<file path="config.mk">
export PLATFORM = sky130hd
export DESIGN_NAME = sldc_device_flat
export DESIGN_NICKNAME = d
export VERILOG_FILES = /design/src/pkg/sldc_pkg.sv /design/src/pkg/sldc_if.sv /design/src/sldc_device.sv /design/src/flat_wrapper.sv
export SDC_FILE = /design/constraint.sdc
export NUM_CORES = 1
export LEC_CHECK = 0
export BUFFER_PORTS_ARGS = -buffer_cell sky130_fd_sc_hd__buf_4
export CAP_MARGIN = 5
export CORE_ASPECT_RATIO = 0.8
export CORE_MARGIN = 2
export CORE_UTILIZATION = 50
export CTS_BUF_LIST = sky130_fd_sc_hd__clkbuf_8 sky130_fd_sc_hd__clkbuf_16
export DETAILED_ROUTE_END_ITERATION = 6
export PLACE_DENSITY = 0.67
export SLEW_MARGIN = 10
export SYNTH_ARGS = -nofsm -noshare
export SYNTH_HDL_FRONTEND = slang
export SYNTH_SLANG_ARGS = --single-unit
</file>
<file path="constraint.sdc">
create_clock -name clk_i -period 2.5 [get_ports clk_i]
set_input_delay 0.375 -clock clk_i [delete_from_list [all_inputs] [get_ports clk_i]]
set_output_delay 0.375 -clock clk_i [all_outputs]
set_load 0.02 [all_outputs]
</file>
<file path="src/pkg/sldc_pkg.sv">
// package: register map, field positions and mode constants of the deframer configuration
package sldc_pkg;
  // register offsets (byte addresses on the serial register port)
  localparam logic [11:0] ADDR_CFG_ERR = 12'h030;
  localparam logic [11:0] ADDR_SYNC_PD = 12'h203;
  localparam logic [11:0] ADDR_LINK_CTRL = 12'h300;
  localparam logic [11:0] ADDR_LANE_SCR = 12'h453;
  localparam logic [11:0] ADDR_F_M1 = 12'h454;
  localparam logic [11:0] ADDR_K_M1 = 12'h455;
  localparam logic [11:0] ADDR_M_M1 = 12'h456;
  localparam logic [11:0] ADDR_RES = 12'h457;
  localparam logic [11:0] ADDR_PACK = 12'h458;
  localparam logic [11:0] ADDR_VER = 12'h459;
  localparam logic [11:0] ADDR_DENS = 12'h45a;
  localparam logic [11:0] ADDR_DESKEW = 12'h46c;
  localparam logic [11:0] ADDR_F = 12'h476;
  localparam logic [11:0] ADDR_LANE_EN = 12'h47d;
  // multiframe clock delay register, offset chosen here
  localparam logic [11:0] ADDR_MFC_DLY = 12'h4f0;
  // field positions
  localparam int DUAL_LINK_BIT = 3;
  localparam int LINK_PAGE_BIT = 2;
  localparam int SYNC1_PD_BIT = 0;
  localparam int SCRAMBLE_BIT = 7;
  localparam int HIGH_DENSITY_BIT = 7;
  localparam int ERR_MFC_DLY_BIT = 5;
  localparam int ERR_LMFS_BIT = 3;
  localparam int ERR_K_BIT = 2;
  localparam int ERR_SUBCLASS_BIT = 1;
  // field values
  localparam logic [4:0] K32_M1 = 5'h1f;
  localparam logic [4:0] K16_M1 = 5'h0f;
  localparam logic [7:0] M_ONE_M1 = 8'h00;
  localparam logic [4:0] RES16_M1 = 5'h0f;
  localparam logic [2:0] SUBCLASS_0 = 3'h0;
  localparam logic [2:0] SUBCLASS_1 = 3'h1;
  localparam logic [2:0] VERSION_B = 3'h1;
  localparam logic [4:0] MFC_DLY_MAX = 5'h1f;
  // reset values: single link, mode 8 defaults
  localparam logic [7:0] RST_ZERO = 8'h00;
  localparam logic [7:0] RST_LANE_SCR = 8'h03;
  localparam logic [7:0] RST_K = 8'h1f;
  localparam logic [7:0] RST_RES = 8'h0f;
  localparam logic [7:0] RST_PACK = 8'h0f;
  localparam logic [7:0] RST_VER = 8'h21;
  localparam logic [7:0] RST_DENS = 8'h80;
  localparam logic [7:0] RST_F = 8'h01;
  localparam logic [7:0] RST_MASK = 8'h0f;
  // per-link parameter set
  typedef struct packed {
    logic [7:0] lane_scr;
    logic [7:0] f_m1;
    logic [7:0] k_m1;
    logic [7:0] m_m1;
    logic [7:0] res;
    logic [7:0] pack;
    logic [7:0] ver;
    logic [7:0] dens;
    logic [7:0] f;
  } sldc_link_t;
  localparam sldc_link_t LINK_RST = '{RST_LANE_SCR, RST_ZERO, RST_K, RST_ZERO, RST_RES,
    RST_PACK, RST_VER, RST_DENS, RST_F};
  // host sequencer states, gray along the path
  typedef enum logic [2:0] {
    HS_IDLE = 3'b000,
    HS_WRITE = 3'b001,
    HS_NEXT = 3'b011,
    HS_DONE = 3'b010
  } sldc_hstate_t;
endpackage : sldc_pkg

</file>
<file path="src/pkg/sldc_if.sv">
// interface: register port between configuring host and deframer configuration
`timescale 1ns/1ns
interface sldc_if;
  logic wr_en; // one-cycle write strobe
  logic rd_en; // one-cycle read strobe
  logic [11:0] addr; // register byte address
  logic [7:0] wdata; // write data
  logic [7:0] rdata; // read data, registered
  logic rvalid; // read answer pulse
  modport dev (input wr_en, input rd_en, input addr, input wdata, output rdata, output rvalid);
  modport host (output wr_en, output rd_en, output addr, output wdata, input rdata,
    input rvalid);
endinterface : sldc_if

</file>
<file path="src/sldc_device.sv">
// module: deframer configuration register bank with legality checks
`timescale 1ns/1ns
module sldc_device #(
  // masks are eight bits wide, so more lanes need wider registers
  parameter int LANES = 8 // logical lane count
) (
  input wire logic clk_i,
  input wire logic reset_n_i,
  sldc_if.dev bus,
  output logic dual_link_o,
  output logic sync1_power_down_o,
  output logic scramble_en_o,
  output logic [LANES-1:0] lane_deskew_o,
  output logic [LANES-1:0] lane_active_o,
  output logic [7:0] config_error_o,
  output logic [3:0] mode_o
);
  // whole state in one struct
  typedef struct packed {
    logic [7:0] sync_pd;
    logic [7:0] link_ctrl;
    sldc_pkg::sldc_link_t link0;
    sldc_pkg::sldc_link_t link1;
    logic [7:0] deskew;
    logic [7:0] lane_en;
    logic [7:0] mfc_dly;
    logic [7:0] err;
    logic [7:0] rdata;
    logic rvalid;
  } sldc_dev_t;
  // one register for everything keeps reset and update in one place
  sldc_dev_t state_reg; // registered state
  sldc_dev_t state_next; // next state

  // mode lookup from a parameter set; 0 means no supported mode
  function automatic logic [3:0] sldc_mode(input sldc_pkg::sldc_link_t p);
    // fields of the set that pick the mode
    logic [4:0] l_m1; // lanes minus one
    logic [4:0] s_m1; // samples per frame minus one
    logic high_density_format; // samples split across lanes
    l_m1 = p.lane_scr[4:0];
    s_m1 = p.ver[4:0];
    high_density_format = p.dens[sldc_pkg::HIGH_DENSITY_BIT];
    // anything not matched below stays unsupported
    sldc_mode = 4'h0;
    // only one converter per link accepted
    if (p.m_m1 == sldc_pkg::M_ONE_M1) begin
      // both octet registers must agree
      // modes 11 to 13 are programmed as 8 to 10, so they decode here too
      if (p.f_m1 == 8'h00 && p.f == 8'h01 && high_density_format) begin
        if (l_m1 == 5'h03 && s_m1 == 5'h01) sldc_mode = 4'h8;
        else if (l_m1 == 5'h01 && s_m1 == 5'h00) sldc_mode = 4'h9;
      end else if (p.f_m1 == 8'h01 && p.f == 8'h02 && !high_density_format
                   && l_m1 == 5'h00 && s_m1 == 5'h00) begin
        sldc_mode = 4'ha;
      end
    end
  endfunction : sldc_mode

  // register writes, readback and flag evaluation
  always_comb begin
    logic wr_l1;
    logic [3:0] m0;
    logic lmfs_bad;
    logic k_bad;
    logic sub_bad;
    sldc_pkg::sldc_link_t p;
    // locals start defined so no latch is inferred
    wr_l1 = 1'b0;
    m0 = 4'h0;
    lmfs_bad = 1'b0;
    k_bad = 1'b0;
    sub_bad = 1'b0;
    p = '0;
    // hold everything unless a strobe says otherwise
    state_next = state_reg;
    // read answer pulse lasts one cycle
    state_next.rvalid = 1'b0;
    wr_l1 = state_reg.link_ctrl[sldc_pkg::LINK_PAGE_BIT];
    p = wr_l1 ? state_reg.link1 : state_reg.link0;
    if (bus.wr_en) begin
      unique case (bus.addr)
        sldc_pkg::ADDR_SYNC_PD: state_next.sync_pd = bus.wdata;
        sldc_pkg::ADDR_LINK_CTRL: state_next.link_ctrl = bus.wdata;
        // scramble bit and lanes minus one
        sldc_pkg::ADDR_LANE_SCR: p.lane_scr = bus.wdata;
        sldc_pkg::ADDR_F_M1: p.f_m1 = bus.wdata;
        sldc_pkg::ADDR_K_M1: p.k_m1 = bus.wdata;
        sldc_pkg::ADDR_M_M1: p.m_m1 = bus.wdata;
        sldc_pkg::ADDR_RES: p.res = bus.wdata;
        sldc_pkg::ADDR_PACK: p.pack = bus.wdata;
        sldc_pkg::ADDR_VER: p.ver = bus.wdata;
        sldc_pkg::ADDR_DENS: p.dens = bus.wdata;
        sldc_pkg::ADDR_F: p.f = bus.wdata;
        sldc_pkg::ADDR_DESKEW: state_next.deskew = bus.wdata;
        sldc_pkg::ADDR_LANE_EN: state_next.lane_en = bus.wdata;
        sldc_pkg::ADDR_MFC_DLY: state_next.mfc_dly = bus.wdata;
        default: ; // unmapped or read-only: ignored
      endcase
      // whole set written back; at most one field differs
      if (wr_l1) state_next.link1 = p;
      else state_next.link0 = p;
    end
    // readback shows link selected by the page bit
    if (bus.rd_en) begin
      state_next.rvalid = 1'b1;
      unique case (bus.addr)
        sldc_pkg::ADDR_CFG_ERR: state_next.rdata = state_reg.err;
        sldc_pkg::ADDR_SYNC_PD: state_next.rdata = state_reg.sync_pd;
        sldc_pkg::ADDR_LINK_CTRL: state_next.rdata = state_reg.link_ctrl;
        sldc_pkg::ADDR_LANE_SCR: state_next.rdata = p.lane_scr;
        sldc_pkg::ADDR_F_M1: state_next.rdata = p.f_m1;
        sldc_pkg::ADDR_K_M1: state_next.rdata = p.k_m1;
        sldc_pkg::ADDR_M_M1: state_next.rdata = p.m_m1;
        sldc_pkg::ADDR_RES: state_next.rdata = p.res;
        sldc_pkg::ADDR_PACK: state_next.rdata = p.pack;
        // version field read back as stored
        sldc_pkg::ADDR_VER: state_next.rdata = p.ver;
        sldc_pkg::ADDR_DENS: state_next.rdata = p.dens;
        sldc_pkg::ADDR_F: state_next.rdata = p.f;
        sldc_pkg::ADDR_DESKEW: state_next.rdata = state_reg.deskew;
        sldc_pkg::ADDR_LANE_EN: state_next.rdata = state_reg.lane_en;
        sldc_pkg::ADDR_MFC_DLY: state_next.rdata = state_reg.mfc_dly;
        // unmapped reads answer zero but still pulse
        default: state_next.rdata = 8'h00;
      endcase
    end
    // flags recomputed from present contents every cycle
    m0 = sldc_mode(state_reg.link0);
    // unsupported combination, including link mismatch in dual
    lmfs_bad = (m0 == 4'h0);
    // dual link only modes 8 to 10, which the lookup already bounds
    if (state_reg.link_ctrl[sldc_pkg::DUAL_LINK_BIT]
        && (state_reg.link1 != state_reg.link0)) lmfs_bad = 1'b1;
    // frames per multiframe: 32, or 16 only with two octets
    k_bad = !(state_reg.link0.k_m1[4:0] == sldc_pkg::K32_M1
              || (state_reg.link0.k_m1[4:0] == sldc_pkg::K16_M1 && m0 == 4'ha))
            || (state_reg.link0.k_m1[7:5] != 3'h0);
    sub_bad = !(state_reg.link0.pack[7:5] == sldc_pkg::SUBCLASS_0
                || state_reg.link0.pack[7:5] == sldc_pkg::SUBCLASS_1);
    // flags rebuilt every cycle, so none needs a clear
    state_next.err = 8'h00;
    // delay must fit within one multiframe
    state_next.err[sldc_pkg::ERR_MFC_DLY_BIT] =
      (state_reg.mfc_dly > {3'h0, state_reg.link0.k_m1[4:0]});
    state_next.err[sldc_pkg::ERR_LMFS_BIT] = lmfs_bad;
    state_next.err[sldc_pkg::ERR_K_BIT] = k_bad;
    state_next.err[sldc_pkg::ERR_SUBCLASS_BIT] = sub_bad;
  end

  // state register
  always_ff @(posedge clk_i or negedge reset_n_i) begin
    if (!reset_n_i) begin
      // single link, mode 8 parameters, four lanes deskewed and enabled
      state_reg <= '{sldc_pkg::RST_ZERO, sldc_pkg::RST_ZERO, sldc_pkg::LINK_RST,
        sldc_pkg::LINK_RST, sldc_pkg::RST_MASK, sldc_pkg::RST_MASK, sldc_pkg::RST_ZERO,
        sldc_pkg::RST_ZERO, sldc_pkg::RST_ZERO, 1'b0};
    end else begin
      state_reg <= state_next;
    end
  end

  // dual link select drives the link mux
  assign dual_link_o = state_reg.link_ctrl[sldc_pkg::DUAL_LINK_BIT];
  // buffer power down for the second sync output
  assign sync1_power_down_o = state_reg.sync_pd[sldc_pkg::SYNC1_PD_BIT];
  // descrambler follows link0; link1 must match it anyway
  assign scramble_en_o = state_reg.link0.lane_scr[sldc_pkg::SCRAMBLE_BIT];
  // deskew mask straight from its register
  assign lane_deskew_o = state_reg.deskew[LANES-1:0];
  // only deskewed and enabled lanes feed the converters
  assign lane_active_o = state_reg.lane_en[LANES-1:0] & state_reg.deskew[LANES-1:0];
  // flags come from the register, one cycle behind the contents
  assign config_error_o = state_reg.err;
  // mode decoded live: a lookup traded for a saved register
  assign mode_o = sldc_mode(state_reg.link0);
  // read data stands until the next read
  assign bus.rdata = state_reg.rdata;
  assign bus.rvalid = state_reg.rvalid;
endmodule : sldc_device

</file>
<file path="src/flat_wrapper.sv">
// flat-port wrapper written by rule: the top's interface ports become plain ports
module sldc_device_flat 
#(
                                                                  
  parameter int LANES = 8                      
)
  (clk_i, reset_n_i, dual_link_o, sync1_power_down_o, scramble_en_o, lane_deskew_o, lane_active_o, config_error_o, mode_o, bus_wr_en, bus_rd_en, bus_addr, bus_wdata, bus_rdata, bus_rvalid);
  sldc_if bus_i ();
  input wire logic clk_i;
  input wire logic reset_n_i;
  output logic dual_link_o;
  output logic sync1_power_down_o;
  output logic scramble_en_o;
  output logic [LANES-1:0] lane_deskew_o;
  output logic [LANES-1:0] lane_active_o;
  output logic [7:0] config_error_o;
  output logic [3:0] mode_o;
  input wire logic [$bits(bus_i.wr_en)-1:0] bus_wr_en;
  input wire logic [$bits(bus_i.rd_en)-1:0] bus_rd_en;
  input wire logic [$bits(bus_i.addr)-1:0] bus_addr;
  input wire logic [$bits(bus_i.wdata)-1:0] bus_wdata;
  output wire logic [$bits(bus_i.rdata)-1:0] bus_rdata;
  output wire logic [$bits(bus_i.rvalid)-1:0] bus_rvalid;
  assign bus_i.wr_en = bus_wr_en;
  assign bus_i.rd_en = bus_rd_en;
  assign bus_i.addr = bus_addr;
  assign bus_i.wdata = bus_wdata;
  assign bus_rdata = bus_i.rdata;
  assign bus_rvalid = bus_i.rvalid;
  sldc_device #(.LANES(LANES)) u_core (.clk_i(clk_i), .reset_n_i(reset_n_i), .bus(bus_i), .dual_link_o(dual_link_o), .sync1_power_down_o(sync1_power_down_o), .scramble_en_o(scramble_en_o), .lane_deskew_o(lane_deskew_o), .lane_active_o(lane_active_o), .config_error_o(config_error_o), .mode_o(mode_o));
endmodule
</file>
=== Yosys cells after proc, flatten, opt, wreduce, memory -nomap -nowiden ===
Index checks and enable logic that the tools add are counted.

* Bits in registers: 197
* Output and inout port bits: 40

* Magnitude comparators: 1
* Equality and inequality tests: 26
* Multiplexer cells: 19
* Bitwise gates (word level): 2
* Reduce and logical (&&, ||, !) cells: 30

{| class="wikitable"
|+ Operator list
! cell !! count
|-
| $eq A12 B11 Y1 const B || 12
|-
| $mux W72 || 2
|-
| $pmux W8 S15 || 1
|-
| $mux W8 || 9
|-
| $ne A72 B72 Y1 || 1
|-
| $eq A12 B10 Y1 const B || 2
|-
| $mux W4 || 5
|-
| $eq A8 B1 Y1 const B || 2
|-
| $logic_not A8 Y1 || 2
|-
| $reduce_and A2 Y1 || 7
|-
| $eq A12 B6 Y1 const B || 1
|-
| $eq A5 B1 Y1 const B || 2
|-
| $logic_and A1 B1 Y1 || 10
|-
| $logic_not A5 Y1 || 2
|-
| $and A8 B8 Y8 || 1
|-
| $eq A8 B2 Y1 const B || 1
|-
| $gt A8 B5 Y1 || 1
|-
| $eq A5 B2 Y1 const B || 1
|-
| $eq A5 B4 Y1 const B || 1
|-
| $eq A5 B5 Y1 const B || 1
|-
| $eq A4 B4 Y1 const B || 1
|-
| $logic_not A4 Y1 || 1
|-
| $eq A3 B1 Y1 const B || 1
|-
| $logic_not A1 Y1 || 3
|-
| 5 further kinds || 8
|}

=== Logic depth before layout (Yosys ltp) ===
* Depth after elaboration: 13
* Gate-level depth with buffers: 10

=== Worst setup path before layout ===
No wires, ideal clock.

* Path type: input port to flip-flop
* Start point: in bus_addr[4]
* End point: reg u_core.state_reg[121] (netlist bit)
* Arrival time: 2.248 ns
* Required time: 2.375 ns
* Path slack: 0.127 ns
* Stages on the path: 8
* Path through: buf_6 > or4b_4 > or3_1 > buf_2 > or2_1 > buf_6 > nor2_8 > mux2_2

* Cells in the longest elaborated chain, start to end: 2

{| class="wikitable"
|+ Ends and longest elaborated chain
! item !! line !! source
|-
| start: declaration || flat_wrapper.sv:20 || <nowiki>input wire logic [$bits(bus_i.addr)-1:0] bus_addr;</nowiki>
|-
| $eq A12 B11 Y1 || sldc_device.sv:82 || <nowiki>unique case (bus.addr)</nowiki>
|-
| $mux W8 || sldc_device.sv:82 ||
|-
| end signal: assignment || sldc_device.sv:155 || <nowiki>state_reg <= '{sldc_pkg::RST_ZERO, sldc_pkg::RST_ZERO, sldc_pkg::LINK_RST,</nowiki>
|-
| end signal: assignment || sldc_device.sv:159 || <nowiki>state_reg <= state_next;</nowiki>
|-
| end: declaration || sldc_device.sv:32 || <nowiki>sldc_dev_t state_reg;</nowiki>
|}

Every way passes these cells.
A chain may end at the register's enable or synchronous reset.

=== Final worst setup path ===
* Start point: reg u_core.state_reg[132] (netlist bit)
* End point: out mode_o[0]

* Cells in the longest elaborated chain, start to end: 6
* Elaborated cells on any way between the ends: 8

{| class="wikitable"
|+ Ends and longest elaborated chain
! item !! line !! source
|-
| $logic_not A5 Y1 || sldc_device.sv:52 || <nowiki>else if (l_m1 == 5'h01 && s_m1 == 5'h00) sldc_mode = 4'h9;</nowiki>
|-
| $logic_and A1 B1 Y1 || sldc_device.sv:52 ||
|-
| $mux W4 || sldc_device.sv:52 ||
|-
| $mux W4 * || sldc_device.sv:51 || <nowiki>if (l_m1 == 5'h03 && s_m1 == 5'h01) sldc_mode = 4'h8;</nowiki>
|-
| $mux W4 * || sldc_device.sv:50 || <nowiki>if (p.f_m1 == 8'h00 && p.f == 8'h01 && high_density_format) begin</nowiki>
|-
| $mux W4 * || sldc_device.sv:47 || <nowiki>if (p.m_m1 == sldc_pkg::M_ONE_M1) begin</nowiki>
|-
| end: declaration || flat_wrapper.sv:17 || <nowiki>output logic [3:0] mode_o;</nowiki>
|}

Every way passes the cells marked *; elsewhere a longest branch is shown, timed or not.

==> impl_metrics.tcl <==
set metrics [dict create \
    antenna_left 0 \
    yosysTopAreaCellShare_pct 33.8 \
    initial_core_util_pct 51.3 \
    port_buffers 58 \
    synth_xor_area_share_pct 6.03 \
    max_freq_mhz 400 \
    grt_pass1_vias 8478 \
    synthToLayoutAreaGrowth_pct 15.7 \
    synth_edf_count 0 \
    synth_top_family_by_area "multiplexers" \
    antenna_found_initial 1 \
    dieArea_um2 23600 \
    cp_slowest_stage_delay_ps 450 \
    gp_congestion 0.997 \
    finClkSkew_ps 12.7 \
    drive_gt1_share_pct 38.4 \
    initialDrtViolationCount 1116 \
    setup.worst_path.end_class "output port" \
    path_class "register to output port" \
    drt-wirelength-per-cell_um 26.8 \
    outcome "finished clean" \
    core_um2 21800 \
    setup_viol 0 \
    syn_area_um2 11200 \
    synth_cells 997 \
    grt_usage_pct 32.7 \
    synth_top_flop_cell "dfrtp_1" \
    io_pins 64 \
    grt_pass1_wl_um 55000 \
    cts_tree "done" \
    p_total_uw 6630 \
    design_area_um2 12900 \
    clk_latency_ps 450 \
    hold_violations 0 \
    grt_max_degree 74 \
    synthArstFlopShare_pct 100 \
    cp-start-kind "register" \
    fin_tns_setup_ps 0 \
    row_count 48 \
    dieWidth_um 171 \
    path_cells "nor4_1 -> nand3_1 -> nor2_1 -> nand2_1 -> nor3_1 -> buf_4" \
    avgSynthCellArea_um2 11.2 \
    hold_ws_ps 73.0 \
    ir_drop_mv 0.521 \
    fin_crit_ps 2500 \
    power.density_nw_per_um2 512 \
    cp_num_buf_inv 1 \
    synth_fa_ha_area_share_pct 0.559 \
    slew_viol_final 0 \
    dieHeight_um 138 \
    tightestPinTransition_ps 799 \
    yosysMostFrequentCell "mux2_2" \
    synth_compound_area_share_pct 9.92 \
    place_area_um2 12300 \
    clock_sinks 197 \
    drc 0 \
    period_share_pct 99.9 \
    yosysTopAreaCell "dfrtp_1" \
    postCtsSetupRepairBufs 0 \
    wirelength_um 37300 \
    cp.required_ps 2120 \
    slowest_stage "dfrtp_1" \
    max-cap-violations 0 \
    htreeDepth 4 \
    place_hpwl_um 27200 \
    hp-class "input pin to register" \
    cp_max_fo 4 \
    ys_types 78 \
    yosysSeqAreaShare_pct 44.6 \
    crit_family "simple AND/OR/NAND/NOR gates" \
    grt-ovfl-total 0 \
    first_pass_iters 5 \
    largest_register_ffs 173 \
    rsz0062_at_grt "yes" \
    p_leak_uw 0.00573 \
    cts_buffers 17 \
    worstPathArrival_ps 2120 \
    synth_simple_gate_area_share_pct 12.5 \
    ys_ff_latch 197 \
    slew_headroom_pct 46.3 \
    via_per_inst 6.26 \
    synthMuxAreaShare_pct 21.5 \
    cts.clk_slew.worst_paths_ps 70 \
    yosys_warnings 0 \
    layout.nets 1108 \
    synthTopCellsByArea "dfrtp_1 (34%), mux2_2 (16%), dfstp_2 (11%)" \
    vias 8726 \
    clk_path_buf_depth 2 \
    synth_common_cells "mux2_2 (163), dfrtp_1 (151), nand2_1 (86)" \
    root_buffer "clkbuf_16" \
]
==> cells by family (layout without fill, tap and decap cells) <==
| group | after synthesis | count (layout) |
|---|---|---|
| AO/OA/AOI/OAI | 167 | 167 |
| XOR/XNOR | 77 | 77 |
| adder cells (fa/ha/maj) | 5 | 5 |
| buffers and inverters | 95 | 186 |
| flip-flops | 197 | 197 |
| multiplexers | 213 | 213 |
| other | 1 | 6 |
| AND/OR/NAND/NOR | 242 | 242 |
==> area by class of cell <==
type	count	area [um^2]
Inverter	13	48.8
Clock buffer	20	467
Fill cell	1874	8850
Multi-Input combinational cell	709	5700
Timing Repair Buffer	141	1190
Sequential cell	197	4990
Clock inverter	12	170
Tap cell	300	375
Antenna cell	1	2.50
==> worst reg2reg max path, stage by stage (launching register included) <==
cell,delay (ps)
dfrtp_4,610
buf_12,240
nor2_1,570
nand2_1,510
mux2_2,410
==> where the power goes <==
part / internal (uW) / switching, uW / total, uW
registers: 3200 / 11.7 / 3210
logic: 128 / 303 / 431
clock network: 1680 / 1310 / 2990
==> routing by layer <==
metal | vias to the layer above | share of wire [%] | wire length [um] | track usage [%]
met5 | - | 0 | 0 | 0
met4 | 0 | 2.2 | 823 | 9.32
met3 | 53 | 12 | 4460 | 11.9
met2 | 471 | 42 | 15600 | 45.9
met1 | 4415 | 44 | 16400 | 47.2
li1 | 3787 | - | - | -
==> placed cells by master, fill, tap and decap left out, types with 5 or more instances in the layout <==
| cell | instances |
|---|---|
| mux2_4 | 6 |
| or2_1 | 5 |
| nor4_1 | 19 |
| nor3_1 | 9 |
| a21oi_1 | 18 |
| nand4_1 | 20 |
| a221oi_1 | 8 |
| nand2b_1 | 8 |
| nand3_1 | 8 |
| a222oi_1 | 6 |
| nand2_1 | 86 |
| inv_1 | 15 |
| mux2i_1 | 41 |
| nor4_2 | 5 |
| o22ai_1 | 9 |
| mux2_2 | 163 |
| ha_1 | 5 |
| xnor2_1 | 60 |
| conb_1 | 5 |
| a22o_1 | 5 |
| xor2_1 | 17 |
| and2_1 | 11 |
| dfstp_2 | 46 |
| clkbuf_16 | 17 |
| a22oi_1 | 14 |
| buf_12 | 10 |
| buf_4 | 129 |
| nor2_1 | 25 |
| dfrtp_1 | 149 |
| o21ai_0 | 68 |
==> per-stage QoR <==
| stage | worst slack [ps] | util, % | std cells |
|---|---|---|---|
| after global routing | -18.3 | 59.4 | 1392 |
| after CTS | 5.59 | 59.3 | 1392 |
| after global placement | -67.0 | 56.2 | 1359 |
| after floorplan | 127 | - | 1001 |
| final | 2.61 | 59.4 | 1393 |
| after detailed placement | -74.6 | 56.2 | 1359 |
==> worst paths after layout <==
kind	from	to	slack [ps]	depth (start not counted)
max	u_core.state_reg[132]$_DFFE_PN0P_	mode_o[0]	3	6
min	bus_rd_en	u_core.bus.rvalid$_DFF_PN0_	70	1
max reg2reg	u_core.state_reg[187]$_DFFE_PN0P_	u_core.state_reg[168]$_DFFE_PN0P_	40	4
min reg2reg	u_core.state_reg[191]$_DFFE_PN0P_	u_core.state_reg[191]$_DFFE_PN0P_	490	2
max in group asynchronous	reset_n_i	u_core.state_reg[161]$_DFFE_PN1P_	1200	3
min in group asynchronous	reset_n_i	u_core.sync1_power_down_o$_DFFE_PN0P_	540	2
==> what timing repair did <==
action / 4_1_cts / 5_1_grt
pin swaps: 0 / 0
hold buffers: 1 / 0
endpoints found under the setup margin: 2 / 3
gates resized for setup: 2 / 4
endpoints found under the hold margin: 18 / 0
(Power assumes the default switching activity.)
